===== config.mk =====
export PLATFORM = sky130hd
export DESIGN_NAME = err_report_core_flat
export DESIGN_NICKNAME = d
export VERILOG_FILES = /design/src/inc/err_report_pkg.sv /design/src/inc/err_report_if.sv /design/src/core/err_report_core.sv /design/src/flat_wrapper.sv
export VERILOG_INCLUDE_DIRS = /design/src /design/src/inc
export SDC_FILE = /design/constraint.sdc
export NUM_CORES = 1
export LEC_CHECK = 0
export BUFFER_PORTS_ARGS = -buffer_cell sky130_fd_sc_hd__buf_2
export CORE_AREA = 4 4 126 92
export DETAILED_ROUTE_END_ITERATION = 12
export DIE_AREA = 0 0 130 96
export PLACE_DENSITY_LB_ADDON = 0.25
export SETUP_SLACK_MARGIN = 0.05
export SLEW_MARGIN = 0
export SYNTH_ARGS = -nofsm -noshare
export SYNTH_HDL_FRONTEND = slang
export SYNTH_SLANG_ARGS = --single-unit

===== constraint.sdc =====
create_clock -name REF_CLK -period 3.5 [get_ports REF_CLK]
set_input_delay 0 -clock REF_CLK [delete_from_list [all_inputs] [get_ports REF_CLK]]
set_output_delay 0 -clock REF_CLK [all_outputs]
set_load 0.01 [all_outputs]

===== src/inc/err_report_defs.svh =====
// timing and field constants for the error report port
`ifndef ERR_REPORT_DEFS_SVH
`define ERR_REPORT_DEFS_SVH
`define HDR_W 48
`define HDR_LADDR_HI 47
`define HDR_LADDR_LO 41
`define HDR_BCNT_HI 40
`define HDR_BCNT_LO 29
`define HDR_TC_HI 28
`define HDR_TC_LO 26
`define HDR_ATTR_HI 25
`define HDR_ATTR_LO 24
`define HDR_RID_HI 23
`define HDR_RID_LO 8
`define HDR_TAG_HI 7
`define HDR_TAG_LO 0
`define CPL_BUSY_CYCLES 4'h4
`define STAT_UR 3'h1
`define STAT_CA 3'h4
`endif


===== src/inc/err_report_pkg.sv =====
// shared types for the error report port
package err_report_pkg;
	typedef enum logic [1:0] {
		CPL_IDLE = 2'b00,
		CPL_SEND = 2'b01,
		CPL_WAIT = 2'b11
	} cpl_state_e;
	typedef struct packed {
		logic [6:0] lower_addr;
		logic [11:0] byte_count;
		logic [2:0] tc;
		logic [1:0] attr;
		logic [15:0] requester_id;
		logic [7:0] tag;
	} cpl_hdr_s;
	typedef logic [2:0] cpl_status_t;
endpackage : err_report_pkg


===== src/inc/err_report_if.sv =====
// signals between user logic and the core's error report port
`timescale 1ns/1ps
interface err_report_if (input wire logic REF_CLK);
	logic ecrc_err_l;
	logic report_unsupported_req_l;
	logic cpl_timeout_l;
	logic cpl_unexpected_l;
	logic cpl_abort_l;
	logic posted_l;
	logic locked_l;
	logic correctable_l;
	logic [47:0] cpl_header;
	logic cpl_ready_l;
	modport core (
		input ecrc_err_l, report_unsupported_req_l, cpl_timeout_l, cpl_unexpected_l,
		input cpl_abort_l, posted_l, locked_l, correctable_l, cpl_header,
		output cpl_ready_l
	);
	modport user (
		output ecrc_err_l, report_unsupported_req_l, cpl_timeout_l, cpl_unexpected_l,
		output cpl_abort_l, posted_l, locked_l, correctable_l, cpl_header,
		input cpl_ready_l
	);
endinterface : err_report_if


===== src/core/err_report_core.sv =====
// core end: accepts error reports and builds error completions
// Operation
// RULE_01 - user reports end-to-end CRC error low
// RULE_02 - user reports unsupported request low
// RULE_03 - core ignores UR/abort while not ready
// RULE_04 - core drives ready low when accepting
// RULE_05 - user pulses abort low while ready; posted aborts are pulsed here without waiting for ready
// RULE_06 - user reports completion timeout low
// RULE_07 - user reports unexpected completion low
// RULE_08 - user reports correctable error low
// RULE_09 - posted qualifier marks faulting transaction posted
// RULE_10 - locked qualifier marks faulting transaction locked
// RULE_11 - user supplies 48-bit header with report
// RULE_12 - core builds completion from header fields
// RULE_13 - legacy locked UR/abort gives locked completion
// RULE_14 - non-legacy core decides locked completion itself
// RULE_15 - timeout/correctable only in D0
// RULE_16 - one-cycle reports, qualifiers same cycle
`timescale 1ns/1ps
`include "err_report_defs.svh"
module err_report_core #(
	parameter int BUSY_CYCLES = `CPL_BUSY_CYCLES
) (
	input wire logic REF_CLK,
	input wire logic SYS_RST,
	err_report_if.core LINK,
	input wire logic LEGACY_MODE,
	input wire logic REQ_WAS_LOCKED,
	input wire logic CPL_TAKEN,
	output logic CPL_VALID,
	output logic CPL_LOCKED,
	output logic [2:0] CPL_STATUS,
	output logic [47:0] CPL_HEADER,
	output logic EV_ECRC,
	output logic EV_UR,
	output logic EV_CA,
	output logic EV_TIMEOUT,
	output logic EV_UNEXPECTED,
	output logic EV_CORRECTABLE,
	output logic EV_POSTED,
	output logic EV_LOCKED
);
	if (BUSY_CYCLES < 1 || BUSY_CYCLES > 15)
	begin : g_busy_range
		$error("BUSY_CYCLES out of range");
	end

	typedef struct packed {
		err_report_pkg::cpl_state_e st;
		logic [3:0] busy;
		logic cpl_locked;
		err_report_pkg::cpl_status_t status;
		err_report_pkg::cpl_hdr_s hdr;
		logic [7:0] ev;
	} state_s;

	state_s cur;
	state_s next_cur;
	logic ready;
	logic take_ur;
	logic take_ca;
	logic any_rep;

	assign ready = (cur.st == err_report_pkg::CPL_IDLE);
	assign LINK.cpl_ready_l = ~ready; // RULE_04
	// gate UR/abort on ready; posted reports need no completion
	assign take_ur = ready && !LINK.report_unsupported_req_l; // RULE_03 RULE_02
	assign take_ca = ready && !LINK.cpl_abort_l; // RULE_03 RULE_05
	assign any_rep = !LINK.ecrc_err_l || take_ur || take_ca || !LINK.cpl_timeout_l
		|| !LINK.cpl_unexpected_l || !LINK.correctable_l; // RULE_16

	always_comb
	begin
		next_cur = cur;
		next_cur.ev = '0;
		next_cur.ev[0] = !LINK.ecrc_err_l; // RULE_01
		next_cur.ev[1] = take_ur;
		next_cur.ev[2] = take_ca;
		next_cur.ev[3] = !LINK.cpl_timeout_l; // RULE_06 RULE_15
		next_cur.ev[4] = !LINK.cpl_unexpected_l; // RULE_07
		next_cur.ev[5] = !LINK.correctable_l; // RULE_08
		next_cur.ev[6] = any_rep && !LINK.posted_l; // RULE_09
		next_cur.ev[7] = any_rep && !LINK.locked_l; // RULE_10
		case (cur.st)
			err_report_pkg::CPL_IDLE:
			begin
				if ((take_ur || take_ca) && LINK.posted_l) // RULE_09
				begin
					next_cur.st = err_report_pkg::CPL_SEND;
					next_cur.hdr = LINK.cpl_header; // RULE_11 RULE_12
					next_cur.status = take_ur ? `STAT_UR : `STAT_CA;
					next_cur.cpl_locked = LEGACY_MODE ? !LINK.locked_l
						: REQ_WAS_LOCKED; // RULE_13 RULE_14
				end
			end
			err_report_pkg::CPL_SEND:
			begin
				if (CPL_TAKEN)
				begin
					next_cur.st = err_report_pkg::CPL_WAIT;
					next_cur.busy = 4'(BUSY_CYCLES);
				end
			end
			err_report_pkg::CPL_WAIT:
			begin
				// short hold-off lets the completion leave before the next one
				next_cur.busy = cur.busy - 4'h1;
				if (cur.busy == 4'h1)
					next_cur.st = err_report_pkg::CPL_IDLE;
			end
			default:
				next_cur.st = err_report_pkg::CPL_IDLE;
		endcase
	end

	always_ff @(posedge REF_CLK)
	begin
		if (SYS_RST)
			cur <= '0;
		else
			cur <= next_cur;
	end

	assign CPL_VALID = (cur.st == err_report_pkg::CPL_SEND);
	assign CPL_LOCKED = cur.cpl_locked;
	assign CPL_STATUS = cur.status;
	assign CPL_HEADER = cur.hdr; // RULE_12
	assign EV_ECRC = cur.ev[0];
	assign EV_UR = cur.ev[1];
	assign EV_CA = cur.ev[2];
	assign EV_TIMEOUT = cur.ev[3];
	assign EV_UNEXPECTED = cur.ev[4];
	assign EV_CORRECTABLE = cur.ev[5];
	assign EV_POSTED = cur.ev[6];
	assign EV_LOCKED = cur.ev[7];
endmodule : err_report_core


===== src/flat_wrapper.sv =====
// flat-port wrapper written by rule: the top's interface ports become plain ports
module err_report_core_flat 
#(
	parameter int BUSY_CYCLES = `CPL_BUSY_CYCLES
)
  (REF_CLK, SYS_RST, LEGACY_MODE, REQ_WAS_LOCKED, CPL_TAKEN, CPL_VALID, CPL_LOCKED, CPL_STATUS, CPL_HEADER, EV_ECRC, EV_UR, EV_CA, EV_TIMEOUT, EV_UNEXPECTED, EV_CORRECTABLE, EV_POSTED, EV_LOCKED, LINK_ecrc_err_l, LINK_report_unsupported_req_l, LINK_cpl_timeout_l, LINK_cpl_unexpected_l, LINK_cpl_abort_l, LINK_posted_l, LINK_locked_l, LINK_correctable_l, LINK_cpl_header, LINK_cpl_ready_l);
  err_report_if LINK_i (.REF_CLK(REF_CLK));
  input wire logic REF_CLK;
  input wire logic SYS_RST;
  input wire logic LEGACY_MODE;
  input wire logic REQ_WAS_LOCKED;
  input wire logic CPL_TAKEN;
  output logic CPL_VALID;
  output logic CPL_LOCKED;
  output logic [2:0] CPL_STATUS;
  output logic [47:0] CPL_HEADER;
  output logic EV_ECRC;
  output logic EV_UR;
  output logic EV_CA;
  output logic EV_TIMEOUT;
  output logic EV_UNEXPECTED;
  output logic EV_CORRECTABLE;
  output logic EV_POSTED;
  output logic EV_LOCKED;
  input wire logic [$bits(LINK_i.ecrc_err_l)-1:0] LINK_ecrc_err_l;
  input wire logic [$bits(LINK_i.report_unsupported_req_l)-1:0] LINK_report_unsupported_req_l;
  input wire logic [$bits(LINK_i.cpl_timeout_l)-1:0] LINK_cpl_timeout_l;
  input wire logic [$bits(LINK_i.cpl_unexpected_l)-1:0] LINK_cpl_unexpected_l;
  input wire logic [$bits(LINK_i.cpl_abort_l)-1:0] LINK_cpl_abort_l;
  input wire logic [$bits(LINK_i.posted_l)-1:0] LINK_posted_l;
  input wire logic [$bits(LINK_i.locked_l)-1:0] LINK_locked_l;
  input wire logic [$bits(LINK_i.correctable_l)-1:0] LINK_correctable_l;
  input wire logic [$bits(LINK_i.cpl_header)-1:0] LINK_cpl_header;
  output wire logic [$bits(LINK_i.cpl_ready_l)-1:0] LINK_cpl_ready_l;
  assign LINK_i.ecrc_err_l = LINK_ecrc_err_l;
  assign LINK_i.report_unsupported_req_l = LINK_report_unsupported_req_l;
  assign LINK_i.cpl_timeout_l = LINK_cpl_timeout_l;
  assign LINK_i.cpl_unexpected_l = LINK_cpl_unexpected_l;
  assign LINK_i.cpl_abort_l = LINK_cpl_abort_l;
  assign LINK_i.posted_l = LINK_posted_l;
  assign LINK_i.locked_l = LINK_locked_l;
  assign LINK_i.correctable_l = LINK_correctable_l;
  assign LINK_i.cpl_header = LINK_cpl_header;
  assign LINK_cpl_ready_l = LINK_i.cpl_ready_l;
  err_report_core #(.BUSY_CYCLES(BUSY_CYCLES)) u_core (.REF_CLK(REF_CLK), .SYS_RST(SYS_RST), .LINK(LINK_i), .LEGACY_MODE(LEGACY_MODE), .REQ_WAS_LOCKED(REQ_WAS_LOCKED), .CPL_TAKEN(CPL_TAKEN), .CPL_VALID(CPL_VALID), .CPL_LOCKED(CPL_LOCKED), .CPL_STATUS(CPL_STATUS), .CPL_HEADER(CPL_HEADER), .EV_ECRC(EV_ECRC), .EV_UR(EV_UR), .EV_CA(EV_CA), .EV_TIMEOUT(EV_TIMEOUT), .EV_UNEXPECTED(EV_UNEXPECTED), .EV_CORRECTABLE(EV_CORRECTABLE), .EV_POSTED(EV_POSTED), .EV_LOCKED(EV_LOCKED));
endmodule

=== Yosys cells after proc, flatten, opt, wreduce, memory -nomap -nowiden ===
Cells that the tools add are included.

* Bits in registers: 66
* Output and inout bits: 62
* Input bits: 61

* Equal/unequal tests: 6
* Bitwise gates (word level): 1
* Reduce and logical (&&, ||, !) cells: 24
* Muxes and demuxes: 7
* Add/subtract/negate cells: 1

{| class="wikitable"
|+ Operator list
! cell !! count
|-
| 1-bit zero test || 8
|-
| 4-bit case mux with 2 select lines || 1
|-
| 1-bit logical OR || 6
|-
| 6-bit 2-to-1 mux || 1
|-
| 2-bit case mux with 3 select lines || 1
|-
| 1-bit logical AND || 5
|-
| 4-bit by 1-bit == test with 1-bit output (second input constant) || 1
|-
| 2-bit 2-to-1 mux || 2
|-
| 2-bit != test (second input constant) || 2
|-
| 2-bit AND reduction || 2
|-
| 4-bit by 1-bit subtractor with 4-bit output (second input constant) || 1
|-
| 3-bit 2-to-1 mux || 1
|-
| 3-bit AND reduction || 1
|-
| 2-bit by 1-bit == test with 1-bit output (second input constant) || 1
|-
| 2-bit == test (second input constant) || 1
|-
| 2-bit zero test || 1
|-
| 2-bit by 1-bit != test with 1-bit output (second input constant) || 1
|-
| 2-bit nonzero test || 1
|-
| 1-bit 2-to-1 mux || 1
|-
| 1-bit NOT || 1
|}

=== Depth between registers and ports, before layout ===
* Word-level depth: 8
* Mapped depth: 6

=== Least setup slack after synthesis ===
OpenSTA, ideal clock, no wires.

* Kind: flip-flop to flip-flop
* Start: register u_core.cur[65] in the netlist's numbering
* End: register u_core.cur, in the netlist u_core.CPL_HEADER[2]
* Setup slack: 2.235 ns
* Setup time: 0.132 ns
* Buffers on the path: 2
* Clock period less this slack: 1.265 ns
* Stages on the path, launching flop included: 6
* Arrival time: 1.133 ns
* Required time: 3.368 ns
* Cell sequence: dfxtp_1 a211o_1 buf_6 clkbuf_2 o21ai_0 a21oi_1

* Cells in the longest elaborated chain, start to end: 5
* Elaborated cells between the ends (all ways): 6
* Classes of those cells: reduce/logical: 6

{| class="wikitable"
|+ Ends and longest elaborated chain
! element !! RTL line !! text
|-
| from (decl) || err_report_core.sv:57 || <nowiki>state_s cur;</nowiki>
|-
| from (signal assigned) || err_report_core.sv:121 || <nowiki>cur <= next_cur;</nowiki>
|-
| 2-bit zero test (*) || err_report_core.sv:64, err_report_core.sv:84 ||
|-
| 1-bit logical AND (on tied branches) || err_report_core.sv:67, err_report_core.sv:68 ||
|-
| 1-bit logical OR || err_report_core.sv:87 || <nowiki>if ((take_ur || take_ca) && LINK.posted_l)</nowiki>
|-
| 1-bit logical AND || err_report_core.sv:87 ||
|-
| 2-bit AND reduction (no source line) (*) || n/a ||
|}

Every way passes the cells marked *; elsewhere a longest branch is shown, timed or not.
A chain may end at the register's enable or synchronous reset.

=== Final worst setup path ===
* Start: register u_core.cur[65] in the netlist's numbering
* End: register u_core.cur, in the netlist u_core.CPL_HEADER[6]

The elaborated chain is that of the path after synthesis.

==> load_flow_metrics.sql <==
INSERT INTO impl_metrics (metric_group, metric, value, unit) VALUES
('pwr', 'pwr_density_cell', '522', 'nW/um^2'),
('clock_network', 'tritoncts_num_sinks', '65', ''),
('clock_network', 'cts_root_buffer', 'clkbuf_16', ''),
('global_routing', 'wire_length_of_the_first_global_routing_pass', '12300', 'um'),
('cells_and_area', 'post_route_cells_drive_above_1_share', '0.316', ''),
('worst_setup_path', 'critPathCapture', 'u_core.CPL_HEADER[6]', ''),
('placed_design', 'detailedPlacementHpwl', '4990', 'um'),
('sta', 'hold_violations', '0', ''),
('drt', 'num_vias', '2664', ''),
('drt', 'wl_per_cell', '13.3', 'um'),
('cells_and_area', 'num-fill-cells', '1044', ''),
('sta', 'timing.slew.headroom', '0.469', ''),
('sta', 'max_freq', '490', 'MHz'),
('worst_setup_path', 'crit-reg2reg-capture', 'u_core.CPL_HEADER[6]', ''),
('global_routing', 'number_of_antenna_violations_at_the_first_check_in_global_routing', '0', ''),
('global_routing', 'grt_pass1_vias', '2470', ''),
('synth', 'mappedNetlistArea', '2930', 'um^2'),
('worst_setup_path', 'critPathMaxFanout', '28', ''),
('worst_setup_path', 'crit-reg2reg-launch', 'u_core.cur[65]', ''),
('clock_network', 'htree_levels', '3', ''),
('sta', 'setup_viol_count_final', '0', ''),
('global_routing', 'grt_max_degree', '56', ''),
('worst_setup_path', 'r2r_setup_slack', '1.46', 'ns'),
('placed_design', 'placed_cells', '517', ''),
('pwr', 'max-vdd-ir-drop', '236', 'uV'),
('cells_and_area', 'num-nets-final', '514', ''),
('clock_network', 'post_cts_resize_count', '0', ''),
('run', 'drv.max_cap_violation_count', '0', ''),
('cells_and_area', 'area_growth', '36.4', '%'),
('sta', 'finalCritPeriodShare', '0.583', ''),
('die', 'chipWidth', '130', 'um'),
('synth', 'ys_types', '34', ''),
('outcome', 'status', 'complete, no violations', ''),
('synth', 'synth_warnings', '0', ''),
('drt', 'avgViaCountPerCell', '4.53', ''),
('die', 'fp.dieH', '96', 'um'),
('synth', 'postSynthCellCount', '340', ''),
('die', 'count_of_boundary_i_o_pins', '123', ''),
('drt', 'finalWirelength', '7810', 'um'),
('global_routing', 'grtUsageTotal', '0.125', ''),
('worst_setup_path', 'worstSetupEndpointType', 'register', ''),
('synth', 'yosys_most_used_dff', 'dfxtp_1', ''),
('placed_design', 'finalWeightedCongestion', '0.761', ''),
('clock_network', 'cts_tree', 'yes', ''),
('worst_hold_path', 'hp-start', 'CPL_TAKEN', ''),
('worst_setup_path', 'category_of_the_critical_setup_timing_path', 'reg -> reg', ''),
('drt', 'number_of_detailed_route_iterations_in_the_first_pass', '7', ''),
('synth', 'synthDominantCellAreaShare', '0.444', ''),
('synth', 'synthArstFlopShare', '0', ''),
('cells_and_area', 'antennaDiodeCount', '0', ''),
('clock_network', 'cts_inserted_buffers', '9', ''),
('clock_network', 'postCtsSetupBuffers', '0', ''),
('synth', 'net_count_after_synthesis', '403', ''),
('worst_setup_path', 'r2r.worst_path.cells', '4', ''),
('synth', 'post-synth-top-area-cell', 'dfxtp_1', ''),
('synth', 'avgSynthCellArea', '8.62', 'um^2'),
('sta', 'finalMaxSlewViolations', '0', ''),
('worst_setup_path', 'arrival', '2.30', 'ns'),
('sta', 'tns', '0', 'ns'),
('worst_setup_path', 'crit_start', 'u_core.cur[65]', ''),
('sta', 'fin_skew', '0.00432', 'ns'),
('pwr', 'total_design_power', '0.00209', 'W'),
('worst_setup_path', 'worst_setup_path_start_kind', 'register', ''),
('die', 'coreArea', '10200', 'um^2'),
('synth', 'synth-edff-count', '0', ''),
('drt', 'final_antenna_net_count', '0', ''),
('sta', 'final.min_clock_period', '2.04', 'ns'),
('global_routing', 'global_route.overflow_total', '0', ''),
('synth', 'netlist_top_cells_area', 'dfxtp_1, buf_4, a21oi_1', ''),
('clock_network', 'cts.clk_slew.worst_paths', '0.05', 'ns'),
('die', 'fp-row-count', '31', '');
[stage by stage]
| stage | instance area, um^2 | hold WS [ns] | utilization | worst slack [ns] |
|---|---|---|---|---|
| after floorplan | 2930 | 0.0724 | - | 2.23 |
| after global placement | 3160 | 0.174 | 0.308 | 1.47 |
| after detailed placement | 3160 | 0.177 | 0.308 | 1.40 |
| after CTS | 4000 | 0.0212 | 0.390 | 1.38 |
| after global routing | 4000 | 0.0558 | 0.390 | 1.24 |
| final | 4000 | 0.0322 | 0.390 | 1.46 |
[metal layers]
| metal | vias to the layer above | track usage | share of wire |
|---|---|---|---|
| li1 | 1357 | - | - |
| met1 | 1204 | 0.165 | 0.46 |
| met2 | 95 | 0.180 | 0.43 |
| met3 | 8 | 0.0627 | 0.097 |
| met4 | 0 | 0.0372 | 0.011 |
| met5 | - | 0 | 0 |
[worst min-delay path by stage]
stage                                        to  cells past startpoint
after CTS                        u_core.cur[65]                      3
after global placement    u_core.EV_CORRECTABLE                      2
after detailed placement       u_core.EV_LOCKED                      2
after global routing             u_core.cur[65]                      3
final                            u_core.cur[65]                      3
after floorplan           u_core.EV_CORRECTABLE                      1
[repair_timing]
item                                    in CTS  in global routing
endpoints found under the hold margin       55                  0
endpoints found under the setup margin       0                  0
hold buffers                                55                  0
[logic make-up (layout without fill, tap and decap cells)]
family / after synthesis / in the layout / synth area share
AOI/OAI and AO/OA: 116 / 116 / 0.213
buffers and inverters: 86 / 202 / 0.205
and+or+nand+nor: 69 / 69 / 0.125
DFF: 65 / 65 / 0.444
adders and majority gates: 2 / 2 / 0.00853
other: 1 / 1 / 0.00128
muxes: 1 / 1 / 0.00341
[Yosys cell counts (2+ instances only)]
library cell,instances
nand3_1,50
o21ai_1,2
clkbuf_1,12
dfxtp_1,65
clkbuf_2,2
buf_2,2
nor2_1,6
ha_1,2
buf_6,9
inv_1,4
o21ai_0,50
a211oi_1,2
nand3b_1,2
nor3_1,2
nand2_1,2
buf_4,55
a21oi_1,56
[where the power goes]
| part | internal, W | switching [W] |
|---|---|---|
| clock | 0.000568 | 0.000308 |
| sequential | 0.000799 | 0.0000361 |
| combinational | 0.000164 | 0.000211 |
[critical path, cell delays in order, from the launching register on]
cell and delay (ns):
dfxtp_1 0.61, a211o_1 0.70, buf_4 0.36, o21ai_0 0.10, a21oi_1 0.17
[sequential cells by signal, summed over array words and instances, names as in the netlist]
name                   count
u_core.CPL_HEADER         48
u_core.CPL_LOCKED          1
u_core.CPL_STATUS          2
u_core.EV_CA               1
u_core.EV_CORRECTABLE      1
u_core.EV_ECRC             1
u_core.EV_LOCKED           1
u_core.EV_POSTED           1
u_core.EV_TIMEOUT          1
u_core.EV_UNEXPECTED       1
u_core.EV_UR               1
u_core.cur                 6
[cells in the final DEF, fill, tap and decap left out, types with 2 or more instances in the layout]
cell type      instances
a21oi_1               56
nor2_1                 6
buf_4                  5
o21ai_0               50
dlygate4sd3_1         55
nand2_1                2
nor3_1                 2
buf_2                121
nand3b_1               2
o21ai_1                2
clkbuf_1               3
clkinv_2               2
a211oi_1               2
inv_1                  4
ha_1                   2
nand3_1               50
dfxtp_1               65
clkbuf_16              9
[final cells by class]
class,count,area [um^2],area share
clock buffers,13,250,0.0626
multi-input cells,189,1030,0.257
repair buffers,181,1190,0.299
flip-flops and latches,65,1300,0.326
inverters,5,18.8,0.00469
clock inverters,3,40.0,0.0100
well taps,132,165,0.0413
(Power assumes the default switching activity.)
